### src/usbsc_pkg.sv
// Constants shared by the USB status queue and control block.
// Assumes a 20 MHz system clock and a 32-bit classic Wishbone register bus.
package usbsc_pkg;

	localparam int CLK_PERIOD_PS = 50000;
	localparam int CLK_PERIOD_NS = 50;

	// Byte addresses of the registers.
	localparam logic [7:0] OFF_STATUS  = 8'h00;
	localparam logic [7:0] OFF_CONTROL = 8'h04;
	localparam logic [7:0] OFF_ADDRESS = 8'h08;
	localparam logic [7:0] OFF_IRQFLAG = 8'h0c;

	// Transaction status fields.
	localparam int ST_EP_LSB   = 4;
	localparam int ST_DIR_BIT  = 3;
	localparam int ST_ODD_BIT  = 2;

	// Module control fields.
	localparam int CON_J_BIT    = 7;
	localparam int CON_SE0_BIT  = 6;
	localparam int CON_PKT_BIT  = 5;
	localparam int CON_RST_BIT  = 4;
	localparam int CON_HOST_BIT = 3;
	localparam int CON_RES_BIT  = 2;
	localparam int CON_PPB_BIT  = 1;
	localparam int CON_EN_BIT   = 0;

	// Address register fields.
	localparam int ADR_LS_BIT = 7;

	// Interrupt flag register: transaction done, write one to clear.
	localparam int IRQ_DONE_BIT = 3;

	// Reset values.
	localparam logic [5:0] CON_RESET  = 6'h00;
	localparam logic [7:0] ADDR_RESET = 8'h00;

	// Start-of-frame period in host mode.
	localparam int SOF_PERIOD_NS  = 1000000;
	localparam int SOF_CYCLES_DEF = SOF_PERIOD_NS / CLK_PERIOD_NS;

	// Low-speed end of packet appended to resume, two low-speed bit times.
	localparam int LS_EOP_NS     = 1334;
	localparam int LS_EOP_CYCLES = (LS_EOP_NS + CLK_PERIOD_NS - 1) / CLK_PERIOD_NS;

endpackage
### src/usbsc_core.sv
// Status queue and control registers of a full-speed USB OTG module.
// Assumes synchronous USB engine strobes and a classic Wishbone master.
//
// Function
// - Status bits 7:4 give last endpoint.
// - Status bit 3 set for transmit.
// - Status bit 2 set for odd bank.
// - Status register is head of queue.
// - Status valid only while done flag set.
// - Clearing done flag pops the queue.
// - Control bit 7 shows live J state.
// - Control bit 6 shows live SE0.
// - Device mode: bit 5 disables packets, SETUP sets.
// - Host mode: bit 5 shows token busy.
// - Control bit 4 drives bus reset.
// - Host enable toggle resets host logic.
// - Host clearing resume appends low-speed EOP.
// - Bit 1 forces pointers to even bank.
// - Device mode: bit 0 enables module.
// - Host mode: bit 0 sends SOF per 1 ms.
// - Bits 31:8 read zero, ignore writes.
// - Address bit 7 selects low speed.
// - Address bits 6:0 hold device address.
`timescale 1ns/1ps

module usbsc_core #(
	parameter int FIFO_DEPTH = 4,
	parameter int SOF_CYCLES = usbsc_pkg::SOF_CYCLES_DEF
) (
	input  wire logic        core_clk_i,
	input  wire logic        rst_n_i,
	input  wire logic        wb_cyc_i,
	input  wire logic        wb_stb_i,
	input  wire logic        wb_we_i,
	input  wire logic [7:0]  wb_adr_i,
	input  wire logic [3:0]  wb_sel_i,
	input  wire logic [31:0] wb_dat_i,
	output logic      [31:0] wb_dat_o,
	output logic             wb_ack_o,
	input  wire logic        live_j_level_i,
	input  wire logic        live_se0_i,
	input  wire logic        trans_done_i,
	input  wire logic [3:0]  trans_endpoint_i,
	input  wire logic        trans_tx_i,
	input  wire logic        trans_odd_i,
	input  wire logic        setup_token_i,
	input  wire logic        token_start_i,
	input  wire logic        token_end_i,
	output logic             transaction_done_flag_o,
	output logic             status_queue_full_o,
	output logic             packet_processing_off_o,
	output logic             token_in_progress_o,
	output logic             bus_reset_drive_o,
	output logic             host_role_enable_o,
	output logic             host_logic_reset_o,
	output logic             resume_drive_o,
	output logic             resume_eop_o,
	output logic             pingpong_pointer_clear_o,
	output logic             module_enable_o,
	output logic             sof_send_o,
	output logic             low_speed_next_token_o,
	output logic [6:0]       function_address_o
);

	localparam int PW = (FIFO_DEPTH > 1) ? $clog2(FIFO_DEPTH) : 1;
	localparam int CW = $clog2(FIFO_DEPTH + 1);
	localparam int SW = $clog2(SOF_CYCLES + 1);
	localparam int EW = $clog2(usbsc_pkg::LS_EOP_CYCLES + 1);

	typedef struct packed {
		logic                        ack;
		logic [31:0]                 dat;
		logic [FIFO_DEPTH-1:0][5:0]  q;
		logic [PW-1:0]               rd_ptr;
		logic [PW-1:0]               wr_ptr;
		logic [CW-1:0]               count;
		logic                        flag;
		logic                        full;
		logic [5:0]                  con;
		logic                        j_level;
		logic                        se0;
		logic                        tok_busy;
		logic                        host_rst;
		logic [EW-1:0]               eop_cnt;
		logic                        eop;
		logic [SW-1:0]               sof_cnt;
		logic                        sof;
		logic [7:0]                  addr;
		logic                        pkt_off;
		logic                        men;
	} usbsc_state_t;

	usbsc_state_t s_r;
	usbsc_state_t s_nxt;

	function automatic logic usbsc_hit(input logic [7:0] adr, input logic [7:0] off);
		usbsc_hit = (adr == off);
	endfunction

	function automatic logic [7:0] usbsc_con_view(input usbsc_state_t s);
		logic mid;
		mid = s.con[usbsc_pkg::CON_HOST_BIT] ? s.tok_busy : s.con[usbsc_pkg::CON_PKT_BIT];
		usbsc_con_view = {s.j_level, s.se0, mid, s.con[4:0]};
	endfunction

	logic       req_new;
	logic       wr;
	logic       pop;
	logic       push;
	logic       host_on;
	logic [5:0] head;
	logic [5:0] con_w;

	always_comb begin
		s_nxt = s_r;
		req_new = wb_cyc_i & wb_stb_i & ~s_r.ack;
		wr = req_new & wb_we_i & wb_sel_i[0];
		host_on = s_r.con[usbsc_pkg::CON_HOST_BIT];
		head = s_r.q[s_r.rd_ptr];
		con_w = wb_dat_i[5:0];
		s_nxt.ack = req_new;
		s_nxt.host_rst = 1'b0;
		s_nxt.sof = 1'b0;
		s_nxt.j_level = live_j_level_i;
		s_nxt.se0 = live_se0_i;

		// Read data is latched with the ack; only byte 0 exists.
		if (req_new) begin
			s_nxt.dat = 32'h0000_0000;
			if (usbsc_hit(wb_adr_i, usbsc_pkg::OFF_STATUS)) begin
				s_nxt.dat[7:0] = {head, 2'b00};
			end else if (usbsc_hit(wb_adr_i, usbsc_pkg::OFF_CONTROL)) begin
				s_nxt.dat[7:0] = usbsc_con_view(s_r);
			end else if (usbsc_hit(wb_adr_i, usbsc_pkg::OFF_ADDRESS)) begin
				s_nxt.dat[7:0] = s_r.addr;
			end else if (usbsc_hit(wb_adr_i, usbsc_pkg::OFF_IRQFLAG)) begin
				s_nxt.dat[usbsc_pkg::IRQ_DONE_BIT] = s_r.flag;
			end
		end

		// Status queue: a completion is only accepted while there is room.
		pop = wr & usbsc_hit(wb_adr_i, usbsc_pkg::OFF_IRQFLAG)
			& wb_dat_i[usbsc_pkg::IRQ_DONE_BIT] & (s_r.count != '0);
		push = trans_done_i & (s_r.count != CW'(FIFO_DEPTH));
		if (push) begin
			s_nxt.q[s_r.wr_ptr] = {trans_endpoint_i, trans_tx_i, trans_odd_i};
			s_nxt.wr_ptr = PW'(s_r.wr_ptr + 1'b1);
		end
		if (pop) begin
			s_nxt.rd_ptr = PW'(s_r.rd_ptr + 1'b1);
		end
		if (push & ~pop) begin
			s_nxt.count = CW'(s_r.count + 1'b1);
		end else if (pop & ~push) begin
			s_nxt.count = CW'(s_r.count - 1'b1);
		end
		// A push in the clearing cycle keeps the flag up.
		s_nxt.flag = (s_nxt.count != '0);
		s_nxt.full = (s_nxt.count == CW'(FIFO_DEPTH));

		// Control register writes.
		if (wr & usbsc_hit(wb_adr_i, usbsc_pkg::OFF_CONTROL)) begin
			s_nxt.con = con_w;
			if (host_on) begin
				s_nxt.con[usbsc_pkg::CON_PKT_BIT] = s_r.con[usbsc_pkg::CON_PKT_BIT];
			end
		end
		if (setup_token_i & ~host_on) begin
			s_nxt.con[usbsc_pkg::CON_PKT_BIT] = 1'b1;
		end
		if (wr & usbsc_hit(wb_adr_i, usbsc_pkg::OFF_ADDRESS)) begin
			s_nxt.addr = wb_dat_i[7:0];
		end

		// Token busy in host mode.
		if (host_on & token_start_i) begin
			s_nxt.tok_busy = 1'b1;
		end else if (token_end_i | ~host_on) begin
			s_nxt.tok_busy = 1'b0;
		end

		// Low-speed EOP after resume is released by a host.
		if (host_on & s_r.con[usbsc_pkg::CON_RES_BIT] & ~s_nxt.con[usbsc_pkg::CON_RES_BIT]) begin
			s_nxt.eop_cnt = EW'(usbsc_pkg::LS_EOP_CYCLES);
		end else if (s_r.eop_cnt != '0) begin
			s_nxt.eop_cnt = EW'(s_r.eop_cnt - 1'b1);
		end
		s_nxt.eop = (s_nxt.eop_cnt != '0);

		// Start-of-frame timer in host mode.
		if (host_on & s_r.con[usbsc_pkg::CON_EN_BIT]) begin
			if (s_r.sof_cnt == SW'(SOF_CYCLES - 1)) begin
				s_nxt.sof_cnt = '0;
				s_nxt.sof = 1'b1;
			end else begin
				s_nxt.sof_cnt = SW'(s_r.sof_cnt + 1'b1);
			end
		end else begin
			s_nxt.sof_cnt = '0;
		end

		// Any change of the host enable restarts all host-side state.
		if (s_nxt.con[usbsc_pkg::CON_HOST_BIT] != host_on) begin
			s_nxt.host_rst = 1'b1;
			s_nxt.tok_busy = 1'b0;
			s_nxt.sof_cnt = '0;
			s_nxt.sof = 1'b0;
			s_nxt.eop_cnt = '0;
			s_nxt.eop = 1'b0;
		end

		// Gated outputs get flops of their own, so no logic follows the state.
		s_nxt.pkt_off = s_nxt.con[usbsc_pkg::CON_PKT_BIT] & ~s_nxt.con[usbsc_pkg::CON_HOST_BIT];
		s_nxt.men = s_nxt.con[usbsc_pkg::CON_EN_BIT] & ~s_nxt.con[usbsc_pkg::CON_HOST_BIT];
	end

	always_ff @(posedge core_clk_i) begin
		if (!rst_n_i) begin
			s_r <= '0;
			s_r.con <= usbsc_pkg::CON_RESET;
			s_r.addr <= usbsc_pkg::ADDR_RESET;
		end else begin
			s_r <= s_nxt;
		end
	end

	assign wb_dat_o = s_r.dat;
	assign wb_ack_o = s_r.ack;
	assign transaction_done_flag_o = s_r.flag;
	assign status_queue_full_o = s_r.full;
	assign packet_processing_off_o = s_r.pkt_off;
	assign token_in_progress_o = s_r.tok_busy;
	assign bus_reset_drive_o = s_r.con[usbsc_pkg::CON_RST_BIT];
	assign host_role_enable_o = s_r.con[usbsc_pkg::CON_HOST_BIT];
	assign host_logic_reset_o = s_r.host_rst;
	assign resume_drive_o = s_r.con[usbsc_pkg::CON_RES_BIT];
	assign resume_eop_o = s_r.eop;
	assign pingpong_pointer_clear_o = s_r.con[usbsc_pkg::CON_PPB_BIT];
	assign module_enable_o = s_r.men;
	assign sof_send_o = s_r.sof;
	assign low_speed_next_token_o = s_r.addr[usbsc_pkg::ADR_LS_BIT];
	assign function_address_o = s_r.addr[6:0];

	// Checks.
	ack_single_a: assert property (@(posedge core_clk_i) disable iff (!rst_n_i)
		wb_ack_o |=> !wb_ack_o) else $error("ack held longer than one cycle");

	upper_zero_a: assert property (@(posedge core_clk_i) disable iff (!rst_n_i)
		wb_ack_o |-> wb_dat_o[31:8] == 24'h00_0000) else $error("upper read bits not zero");

	status_entry_a: assert property (@(posedge core_clk_i) disable iff (!rst_n_i)
		(s_r.count == '0 && trans_done_i) ##1 (wb_cyc_i && wb_stb_i && !wb_we_i
		&& !s_r.ack && wb_adr_i == usbsc_pkg::OFF_STATUS && !pop)
		|=> wb_dat_o[7:2] == {$past(trans_endpoint_i, 2), $past(trans_tx_i, 2),
		$past(trans_odd_i, 2)}) else $error("status head differs from completion");

	flag_raise_a: assert property (@(posedge core_clk_i) disable iff (!rst_n_i)
		(s_r.count == '0 && trans_done_i) |=> transaction_done_flag_o)
		else $error("done flag not raised");

	pop_last_a: assert property (@(posedge core_clk_i) disable iff (!rst_n_i)
		(pop && s_r.count == CW'(1) && !trans_done_i) |=> !transaction_done_flag_o)
		else $error("flag stayed after last entry popped");

	full_hold_a: assert property (@(posedge core_clk_i) disable iff (!rst_n_i)
		(status_queue_full_o && !pop) |=> s_r.count == CW'(FIFO_DEPTH))
		else $error("full queue changed without pop");

	setup_off_a: assert property (@(posedge core_clk_i) disable iff (!rst_n_i)
		(setup_token_i && !host_role_enable_o) |=> s_r.con[usbsc_pkg::CON_PKT_BIT])
		else $error("SETUP did not disable packets");

	busy_track_a: assert property (@(posedge core_clk_i) disable iff (!rst_n_i)
		(host_role_enable_o && token_start_i && !wb_cyc_i) |=> token_in_progress_o)
		else $error("token busy not set");

	host_toggle_a: assert property (@(posedge core_clk_i) disable iff (!rst_n_i)
		$changed(host_role_enable_o) |-> host_logic_reset_o && !token_in_progress_o)
		else $error("host toggle did not reset host logic");

	eop_tail_a: assert property (@(posedge core_clk_i) disable iff (!rst_n_i)
		($fell(resume_drive_o) && host_role_enable_o && !host_logic_reset_o)
		|-> resume_eop_o [*2]) else $error("low-speed EOP not appended");

	sof_gate_a: assert property (@(posedge core_clk_i) disable iff (!rst_n_i)
		sof_send_o |-> $past(host_role_enable_o) && $past(s_r.con[usbsc_pkg::CON_EN_BIT]))
		else $error("SOF sent while disabled");

	// Register side effects show one cycle after the edge that takes the request.
	// The queue head is checked inside when a completion enters an empty queue, so a wrong first entry is caught before software reads it.
	head_entry_a: assert property (@(posedge core_clk_i) disable iff (!rst_n_i)
		(s_r.count == '0 && trans_done_i) |=> head == {$past(trans_endpoint_i),
		$past(trans_tx_i), $past(trans_odd_i)}) else $error("queued entry differs from completion");

	status_read_a: assert property (@(posedge core_clk_i) disable iff (!rst_n_i)
		(req_new && !wb_we_i && wb_adr_i == usbsc_pkg::OFF_STATUS)
		|=> wb_dat_o[7:0] == {$past(head), 2'b00}) else $error("status read is not queue head");

	count_bound_a: assert property (@(posedge core_clk_i) disable iff (!rst_n_i)
		s_r.count <= CW'(FIFO_DEPTH))
		else $error("queue count beyond depth");

	flag_read_a: assert property (@(posedge core_clk_i) disable iff (!rst_n_i)
		(req_new && !wb_we_i && wb_adr_i == usbsc_pkg::OFF_IRQFLAG)
		|=> wb_dat_o[usbsc_pkg::IRQ_DONE_BIT] == $past(transaction_done_flag_o))
		else $error("flag read differs from done flag");

	flag_full_a: assert property (@(posedge core_clk_i) disable iff (!rst_n_i)
		status_queue_full_o |-> transaction_done_flag_o)
		else $error("full queue without done flag");

	pop_advance_a: assert property (@(posedge core_clk_i) disable iff (!rst_n_i)
		pop |=> s_r.rd_ptr == PW'($past(s_r.rd_ptr) + 1'b1))
		else $error("pop did not advance the queue");

	live_j_a: assert property (@(posedge core_clk_i) disable iff (!rst_n_i)
		1'b1 |=> s_r.j_level == $past(live_j_level_i))
		else $error("J level not tracked");

	live_se0_a: assert property (@(posedge core_clk_i) disable iff (!rst_n_i)
		1'b1 |=> s_r.se0 == $past(live_se0_i))
		else $error("SE0 level not tracked");

	pkt_write_a: assert property (@(posedge core_clk_i) disable iff (!rst_n_i)
		(wr && wb_adr_i == usbsc_pkg::OFF_CONTROL && !host_on && !setup_token_i)
		|=> s_r.con[usbsc_pkg::CON_PKT_BIT] == $past(wb_dat_i[usbsc_pkg::CON_PKT_BIT]))
		else $error("packet disable write lost");

	pkt_host_a: assert property (@(posedge core_clk_i) disable iff (!rst_n_i)
		(wr && wb_adr_i == usbsc_pkg::OFF_CONTROL && host_on)
		|=> s_r.con[usbsc_pkg::CON_PKT_BIT] == $past(s_r.con[usbsc_pkg::CON_PKT_BIT]))
		else $error("busy bit written in host mode");

	busy_view_a: assert property (@(posedge core_clk_i) disable iff (!rst_n_i)
		(req_new && !wb_we_i && wb_adr_i == usbsc_pkg::OFF_CONTROL && host_on)
		|=> wb_dat_o[usbsc_pkg::CON_PKT_BIT] == $past(token_in_progress_o))
		else $error("control read does not show token busy");

	busy_clear_a: assert property (@(posedge core_clk_i) disable iff (!rst_n_i)
		(token_end_i && !token_start_i) |=> !token_in_progress_o)
		else $error("token busy not cleared");

	busy_device_a: assert property (@(posedge core_clk_i) disable iff (!rst_n_i)
		!host_role_enable_o |-> !token_in_progress_o)
		else $error("token busy outside host mode");

	reset_write_a: assert property (@(posedge core_clk_i) disable iff (!rst_n_i)
		(wr && wb_adr_i == usbsc_pkg::OFF_CONTROL)
		|=> bus_reset_drive_o == $past(wb_dat_i[usbsc_pkg::CON_RST_BIT]))
		else $error("bus reset drive not written");

	pingpong_write_a: assert property (@(posedge core_clk_i) disable iff (!rst_n_i)
		(wr && wb_adr_i == usbsc_pkg::OFF_CONTROL)
		|=> pingpong_pointer_clear_o == $past(wb_dat_i[usbsc_pkg::CON_PPB_BIT]))
		else $error("pointer clear not written");

	enable_write_a: assert property (@(posedge core_clk_i) disable iff (!rst_n_i)
		(wr && wb_adr_i == usbsc_pkg::OFF_CONTROL && !wb_dat_i[usbsc_pkg::CON_HOST_BIT])
		|=> module_enable_o == $past(wb_dat_i[usbsc_pkg::CON_EN_BIT]))
		else $error("module enable not written");

	eop_load_a: assert property (@(posedge core_clk_i) disable iff (!rst_n_i)
		$rose(resume_eop_o) |-> s_r.eop_cnt == EW'(usbsc_pkg::LS_EOP_CYCLES))
		else $error("EOP length not loaded");

	sof_gap_a: assert property (@(posedge core_clk_i) disable iff (!rst_n_i)
		sof_send_o |=> !sof_send_o)
		else $error("SOF pulses back to back");

	addr_write_a: assert property (@(posedge core_clk_i) disable iff (!rst_n_i)
		(wr && wb_adr_i == usbsc_pkg::OFF_ADDRESS)
		|=> {low_speed_next_token_o, function_address_o} == $past(wb_dat_i[7:0]))
		else $error("address register not written");

	sof_cover_c: cover property (@(posedge core_clk_i) disable iff (!rst_n_i) sof_send_o);
	full_cover_c: cover property (@(posedge core_clk_i) disable iff (!rst_n_i) status_queue_full_o);
	pop_cover_c: cover property (@(posedge core_clk_i) disable iff (!rst_n_i) pop && push);
	eop_cover_c: cover property (@(posedge core_clk_i) disable iff (!rst_n_i) $rose(resume_eop_o));
	busy_cover_c: cover property (@(posedge core_clk_i) disable iff (!rst_n_i) token_in_progress_o);

endmodule

### config.mk
export PLATFORM = sky130hd
export DESIGN_NAME = usbsc_core
export DESIGN_NICKNAME = d
export VERILOG_FILES = /design/src/usbsc_pkg.sv /design/src/usbsc_core.sv
export SDC_FILE = /design/constraint.sdc
export NUM_CORES = 1
export LEC_CHECK = 0
export BUFFER_PORTS_ARGS = -buffer_cell sky130_fd_sc_hd__buf_2
export CAP_MARGIN = 10
export CORE_MARGIN = 4
export CORE_UTILIZATION = 45
export DETAILED_ROUTE_END_ITERATION = 6
export GPL_TIMING_DRIVEN = 0
export PLACE_DENSITY_LB_ADDON = 0.3
export SYNTH_ARGS = -nofsm -noshare
export SYNTH_HDL_FRONTEND = slang
export SYNTH_SLANG_ARGS = --single-unit
### constraint.sdc
create_clock -name core_clk_i -period 7.7 [get_ports core_clk_i]
set_clock_uncertainty 0.1 [all_clocks]
set_input_delay 1.54 -clock core_clk_i [delete_from_list [all_inputs] [get_ports core_clk_i]]
set_output_delay 1.54 -clock core_clk_i [all_outputs]
set_load 0.1 [all_outputs]
After elaboration in Yosys (flattened, before gate mapping)

Index checks and enable logic that the tools add are counted.
Widths: inputs -> output; s select.

ROM bits: 0
Input bits: 61
Register bits after elaboration: 84
Memories kept: 0
Bits in latches: 0
Output and inout port bits: 53
Memory bits (writable): 0
Logic and storage cells: 104

Multipliers: 0
Eq/ne operators: 7
Shift-type cells: 0
Reduce and logical (&&, ||, !) cells: 10
Mux-type cells: 26
$lt $le $gt $ge: 3
$add $sub $neg: 6
Divide/modulo/power cells: 0
Bitwise gates (word level): 28

Operator list:

| cell                  | number |
|---|---|
| $mux 15               | 2 |
| $bwmux 24             | 1 |
| $mux 23               | 1 |
| $and 1x1->1           | 19 |
| $mux 6                | 3 |
| $eq 8x4->1 const B    | 2 |
| $mux 8                | 2 |
| $add 15x1->15 const B | 1 |
| $eq 15x15->1 const B  | 1 |
| $bmux 6 s2            | 1 |
| $demux 6 s2           | 1 |
| $mux 5                | 2 |
| $reduce_bool 5->1     | 2 |
| $mux 1                | 9 |
| $mux 3                | 3 |
| $eq 8x3->1 const B    | 1 |
| $logic_not 8->1       | 1 |
| $not 1->1             | 8 |
| $lt 2x3->1 const B    | 2 |
| $reduce_bool 3->1     | 2 |
| $sub 5x1->5 const B   | 1 |
| $add 2x1->2 const B   | 2 |
| $mux 4                | 1 |
| $reduce_or 4->1       | 1 |
| other kinds (11)      | 11 |

Depth between registers and ports, before layout

Word-level depth: 11
Mapped depth: 9
Depth with buffers taken out: 8

Worst setup path after synthesis

No wires, ideal clock.

Path type: input -> register
Start point: in wb_adr_i[1]
End point: reg s_r, in the netlist status_queue_full_o
Cell stages on the path: 6
Path buffers: 0
Data arrival time: 3.591 ns
Required time: 7.520 ns
Library setup time: 0.080 ns
Setup slack: 3.929 ns
Cells stage by stage: or4_4 > or3_4 > nor4_4 > mux2_2 > xor2_2 > nor3b_1

Word-level cells in the longest chain between the ends: 8
Elaborated cells on any way between the ends: 10
Those cells by class: eq/ne (2); mux (2); bitwise (6)

Ends and longest elaborated chain:

| item                                     | RTL line                             | source |
|---|---|---|
| start, declared                          | usbsc_core.sv:35                     | `input wire logic [7:0] wb_adr_i,` |
| $eq 8x4->1 (*)                           | usbsc_core.sv:97                     | `usbsc_hit = (adr == off);` |
| $and 1x1->1 (*)                          | usbsc_core.sv:142                    | `pop = wr & usbsc_hit(wb_adr_i, usbsc_pkg::OFF_IRQFLAG)` |
| $and 1x1->1 (*) (2 in a row)             | usbsc_core.sv:143                    | `& wb_dat_i[usbsc_pkg::IRQ_DONE_BIT] & (s_r.count != '0);` |
| $and 1x1->1 or $not 1->1 (tied branches) | usbsc_core.sv:154, usbsc_core.sv:152 |  |
| $mux 3 or $and 1x1->1 (tied branches)    | usbsc_core.sv:154, usbsc_core.sv:152 |  |
| $mux 3 (*)                               | usbsc_core.sv:152                    | `if (push & ~pop) begin` |
| $eq 3x3->1 (*)                           | usbsc_core.sv:159                    | `s_nxt.full = (s_nxt.count == CW'(FIFO_DEPTH));` |
| end signal, assigned                     | usbsc_core.sv:223                    | `s_r <= s_nxt;` |
| end, declared                            | usbsc_core.sv:93                     | `usbsc_state_t s_r;` |

Mark *: on every way between the ends. The rest lies on a longest branch, timed or not.
A chain may end at the register's enable or synchronous reset.

Worst setup path in the final report

Start point: in wb_adr_i[1]
End point: reg s_r[18] in the netlist's numbering

Word-level cells in the longest chain between the ends: 5

Ends and longest elaborated chain:

| item                             | RTL line          | source |
|---|---|---|
| $eq 8x3->1                       | usbsc_core.sv:97  |  |
| $and 1x1->1                      | usbsc_core.sv:162 | `if (wr & usbsc_hit(wb_adr_i, usbsc_pkg::OFF_CONTROL)) begin` |
| $mux 6                           | usbsc_core.sv:162 |  |
| $ne 1x1->1                       | usbsc_core.sv:203 | `if (s_nxt.con[usbsc_pkg::CON_HOST_BIT] != host_on) begin` |
| $reduce_or 4->1 (no source line) | -                 |  |

Every way passes these cells.

==> flow_metrics.py <==
metrics = {
    "status": {
        "status": "finished clean",
    },
    "placed_design": {
        "io_buffers": 61,
        "gp_congestion": 0.840,
        "placed_cell_area_um2": 4520,
        "dp_hpwl_mm": 7.02,
    },
    "synthesis": {
        "yosys_most_used_dff": "dfxtp_1",
        "synth_top_area_share_pct": 42.1,
        "ys_ff_latch": 84,
        "yosys-top-cells-area": "dfxtp_1 42%, buf_4 7.3%, a21oi_1 5.8%",
        "async_flop_share_pct": 0,
        "synth_edf_count": 0,
        "yosys.area.top_type": "dfxtp_1",
        "synthesis.area_um2": 3990,
        "avgSynthCellArea_um2": 8.68,
        "yosysSeqAreaShare_pct": 42.1,
        "synth_cell_type_count": 49,
        "ys_warn_count": 0,
        "synthCells": 460,
    },
    "min_path": {
        "hp-class": "register to register",
        "min_from": "s_r[69]",
        "min_delay_path_depth": 2,
        "holdPathEnd": "s_r[69]",
    },
    "setup_path": {
        "path_max_fanout": 10,
        "cp_common_cell": "buf_2",
        "r2r_slack_ns": 4.76,
        "crit_arrival_ns": 4.03,
        "r2r-start": "wb_ack_o",
        "endpoint_kind": "register",
        "slowest_stage": "or4_4",
        "path_delay_family": "simple AND/OR/NAND/NOR gates",
        "reg2reg_depth": 7,
        "path_cells": "buf_2, or4_4, nor4_2, nand4_1, o21ai_1, nand2b_1, buf_2, nor2_1",
        "worstPathRequired_ns": 7.86,
        "crit_type": "input pin to register",
        "r2r_end": "s_r[18]",
        "cp-start-kind": "input pin",
        "path_buf_inv": 2,
        "max_stage_delay_ns": 0.54,
    },
    "timing": {
        "final.min_clock_period_ns": 3.87,
        "worst_pin_slew_ns": 0.629,
        "fin_crit_sh_pct": 50.2,
        "rsz0062_at_grt": "no",
        "final_max_slew_viol_count": 0,
        "fin_tns_setup_ns": 0,
        "max_freq_mhz": 259,
        "setup_viol": 0,
        "slew_headroom_pct": 57.9,
        "hold_violations": 0,
    },
    "clock_network": {
        "cts_tree": "built",
        "cts_root_buffer": "clkbuf_8",
        "cts_buffers": 9,
        "postCtsHoldBufs": 0,
        "clock_latency_ns": 0.36,
        "path_clk_slew_ns": 0.10,
        "clk_path_buf_depth": 2,
        "cts_max_level": 3,
        "cts_repair_resize_count": 0,
        "post_cts_buffers": 0,
        "clock_sinks": 84,
    },
    "finish": {
        "final_cell_mix": "84 x dfxtp_1, 63 x buf_2, 61 x nand2_1",
        "drive_above_1_share_pct": 23.6,
        "syn2layout_area_growth_pct": 18.3,
        "nNetsFinal": 626,
        "num_antenna_cells": 0,
        "stdcell_area_um2": 4720,
        "mostFrequentLayoutCell": "dfxtp_1",
    },
    "routing": {
        "vias": 3372,
        "via_per_inst": 5.05,
        "drc_errors": 0,
        "drt_iter0_drc": 83,
        "drt_wl_total_mm": 9.50,
        "routedWlPerCell_um": 14.2,
        "postRouteAntennaNets": 0,
        "drt_first_pass_iters": 4,
    },
    "die": {
        "die_area_um2": 10400,
        "row_count": 34,
        "die_y_um": 102,
        "start_util_pct": 46.0,
        "core-area_um2": 8680,
        "num_io_pins": 114,
        "dieWidth_um": 102,
    },
    "run": {
        "maxCapViolCount": 0,
    },
    "grt": {
        "grt_usage_pct": 18.7,
        "grt_start_max_net_pins": 17,
        "grt_pass1_wl_mm": 15.4,
        "antenna_found_initial": 0,
        "grt_pass1_vias": 3201,
        "grt_overflow": 0,
    },
    "power_and_ir_drop": {
        "p_leak_nw": 2.00,
        "peakVddDrop_mv": 0.155,
        "report.power.total_mw": 1.06,
        "power.density_nw_per_um2": 225,
    },
}
-- layer usage --
metal  track usage, %  vias up  wire length (um)
li1                 -     1695                 -
met1             23.4     1566              4010
met2             31.2       98              4780
met3             4.85       13               598
met4             6.66        0               116
met5                0        -                 0
-- worst max path at each step --
stage,startpoint,end,slack (ns),depth (start not counted)
floorplan,wb_adr_i[1],status_queue_full_o,3.93,6
global placement,wb_adr_i[1],s_r[20],3.51,8
detailed placement,wb_adr_i[1],s_r[18],3.47,8
CTS,wb_adr_i[1],s_r[21],3.86,8
global route,wb_adr_i[1],s_r[21],3.59,8
finish,wb_adr_i[1],s_r[18],3.83,8
-- per-stage QoR --
step                      hold WS [ns]  std cells  setup WS (ns)  util (%)
after CTS                        0.359        668           3.86      54.4
after detailed placement         0.347        652           3.47      52.1
final                            0.359        668           3.83      54.4
after global routing             0.376        668           3.59      54.4
after floorplan                  0.326        483           3.93         -
after global placement           0.339        652           3.51      52.1
-- layout make-up --
type | count | area, um2
clock inverter | 7 | 80.1
timing repair buffer | 61 | 305
sequential | 84 | 1680
fill | 840 | 3950
buffer | 57 | 363
tap | 108 | 135
inverter | 12 | 45.0
clock buffer | 9 | 124
multi-input combinational | 330 | 1990
-- cells in the mapped netlist (2+ instances only) --
library cell / instances
nor4_1: 2
nand2_1: 61
nor4b_1: 2
nor3b_1: 3
mux2_2: 2
a211oi_1: 2
o21ai_1: 2
clkbuf_1: 15
mux4_2: 6
ha_1: 10
or3_1: 2
and2_1: 5
nand3_1: 30
nand4_1: 6
nor3_1: 6
and3_1: 3
buf_4: 39
nor2b_1: 4
a21oi_1: 46
mux2i_1: 15
a22oi_1: 2
dfxtp_1: 84
buf_2: 2
and4_1: 2
nor2_1: 46
nand3b_1: 3
xnor2_1: 12
o21ai_0: 8
inv_1: 11
maj3_1: 2
xor2_1: 9
-- report_power, final --
part           switching (mW)  total, mW  internal, mW  leakage [nW]
logic                   0.181      0.260        0.0791          1.21
registers              0.0153      0.474         0.459         0.682
clock network           0.174      0.329         0.155         0.103
total                   0.371       1.06         0.693          2.00
-- cell families (layout without fill, tap and decap cells) --
group / after synthesis / count (layout) / synth area share, %
flops: 84 / 84 / 42.1
other cells: 1 / 24 / 0.0939
mux: 23 / 23 / 7.71
simple gates: 183 / 183 / 22.2
compound gates: 66 / 66 / 9.02
fa+ha+maj: 12 / 12 / 3.63
xor+xnor: 22 / 22 / 5.01
buf+inv: 69 / 146 / 10.2
-- worst min-delay path: stages, from the launching register on --
cell     delay (ns)
dfxtp_1        0.32
nand2_1        0.05
a21oi_1        0.05
-- flip-flops by register name, summed over array words and instances (netlist names) --
signal	flops
bus_reset_drive_o	1
function_address_o	7
host_logic_reset_o	1
host_role_enable_o	1
low_speed_next_token_o	1
module_enable_o	1
packet_processing_off_o	1
pingpong_pointer_clear_o	1
resume_drive_o	1
resume_eop_o	1
s_r	55
sof_send_o	1
status_queue_full_o	1
token_in_progress_o	1
transaction_done_flag_o	1
wb_ack_o	1
wb_dat_o	8
Power figures use the tool's default switching activity.
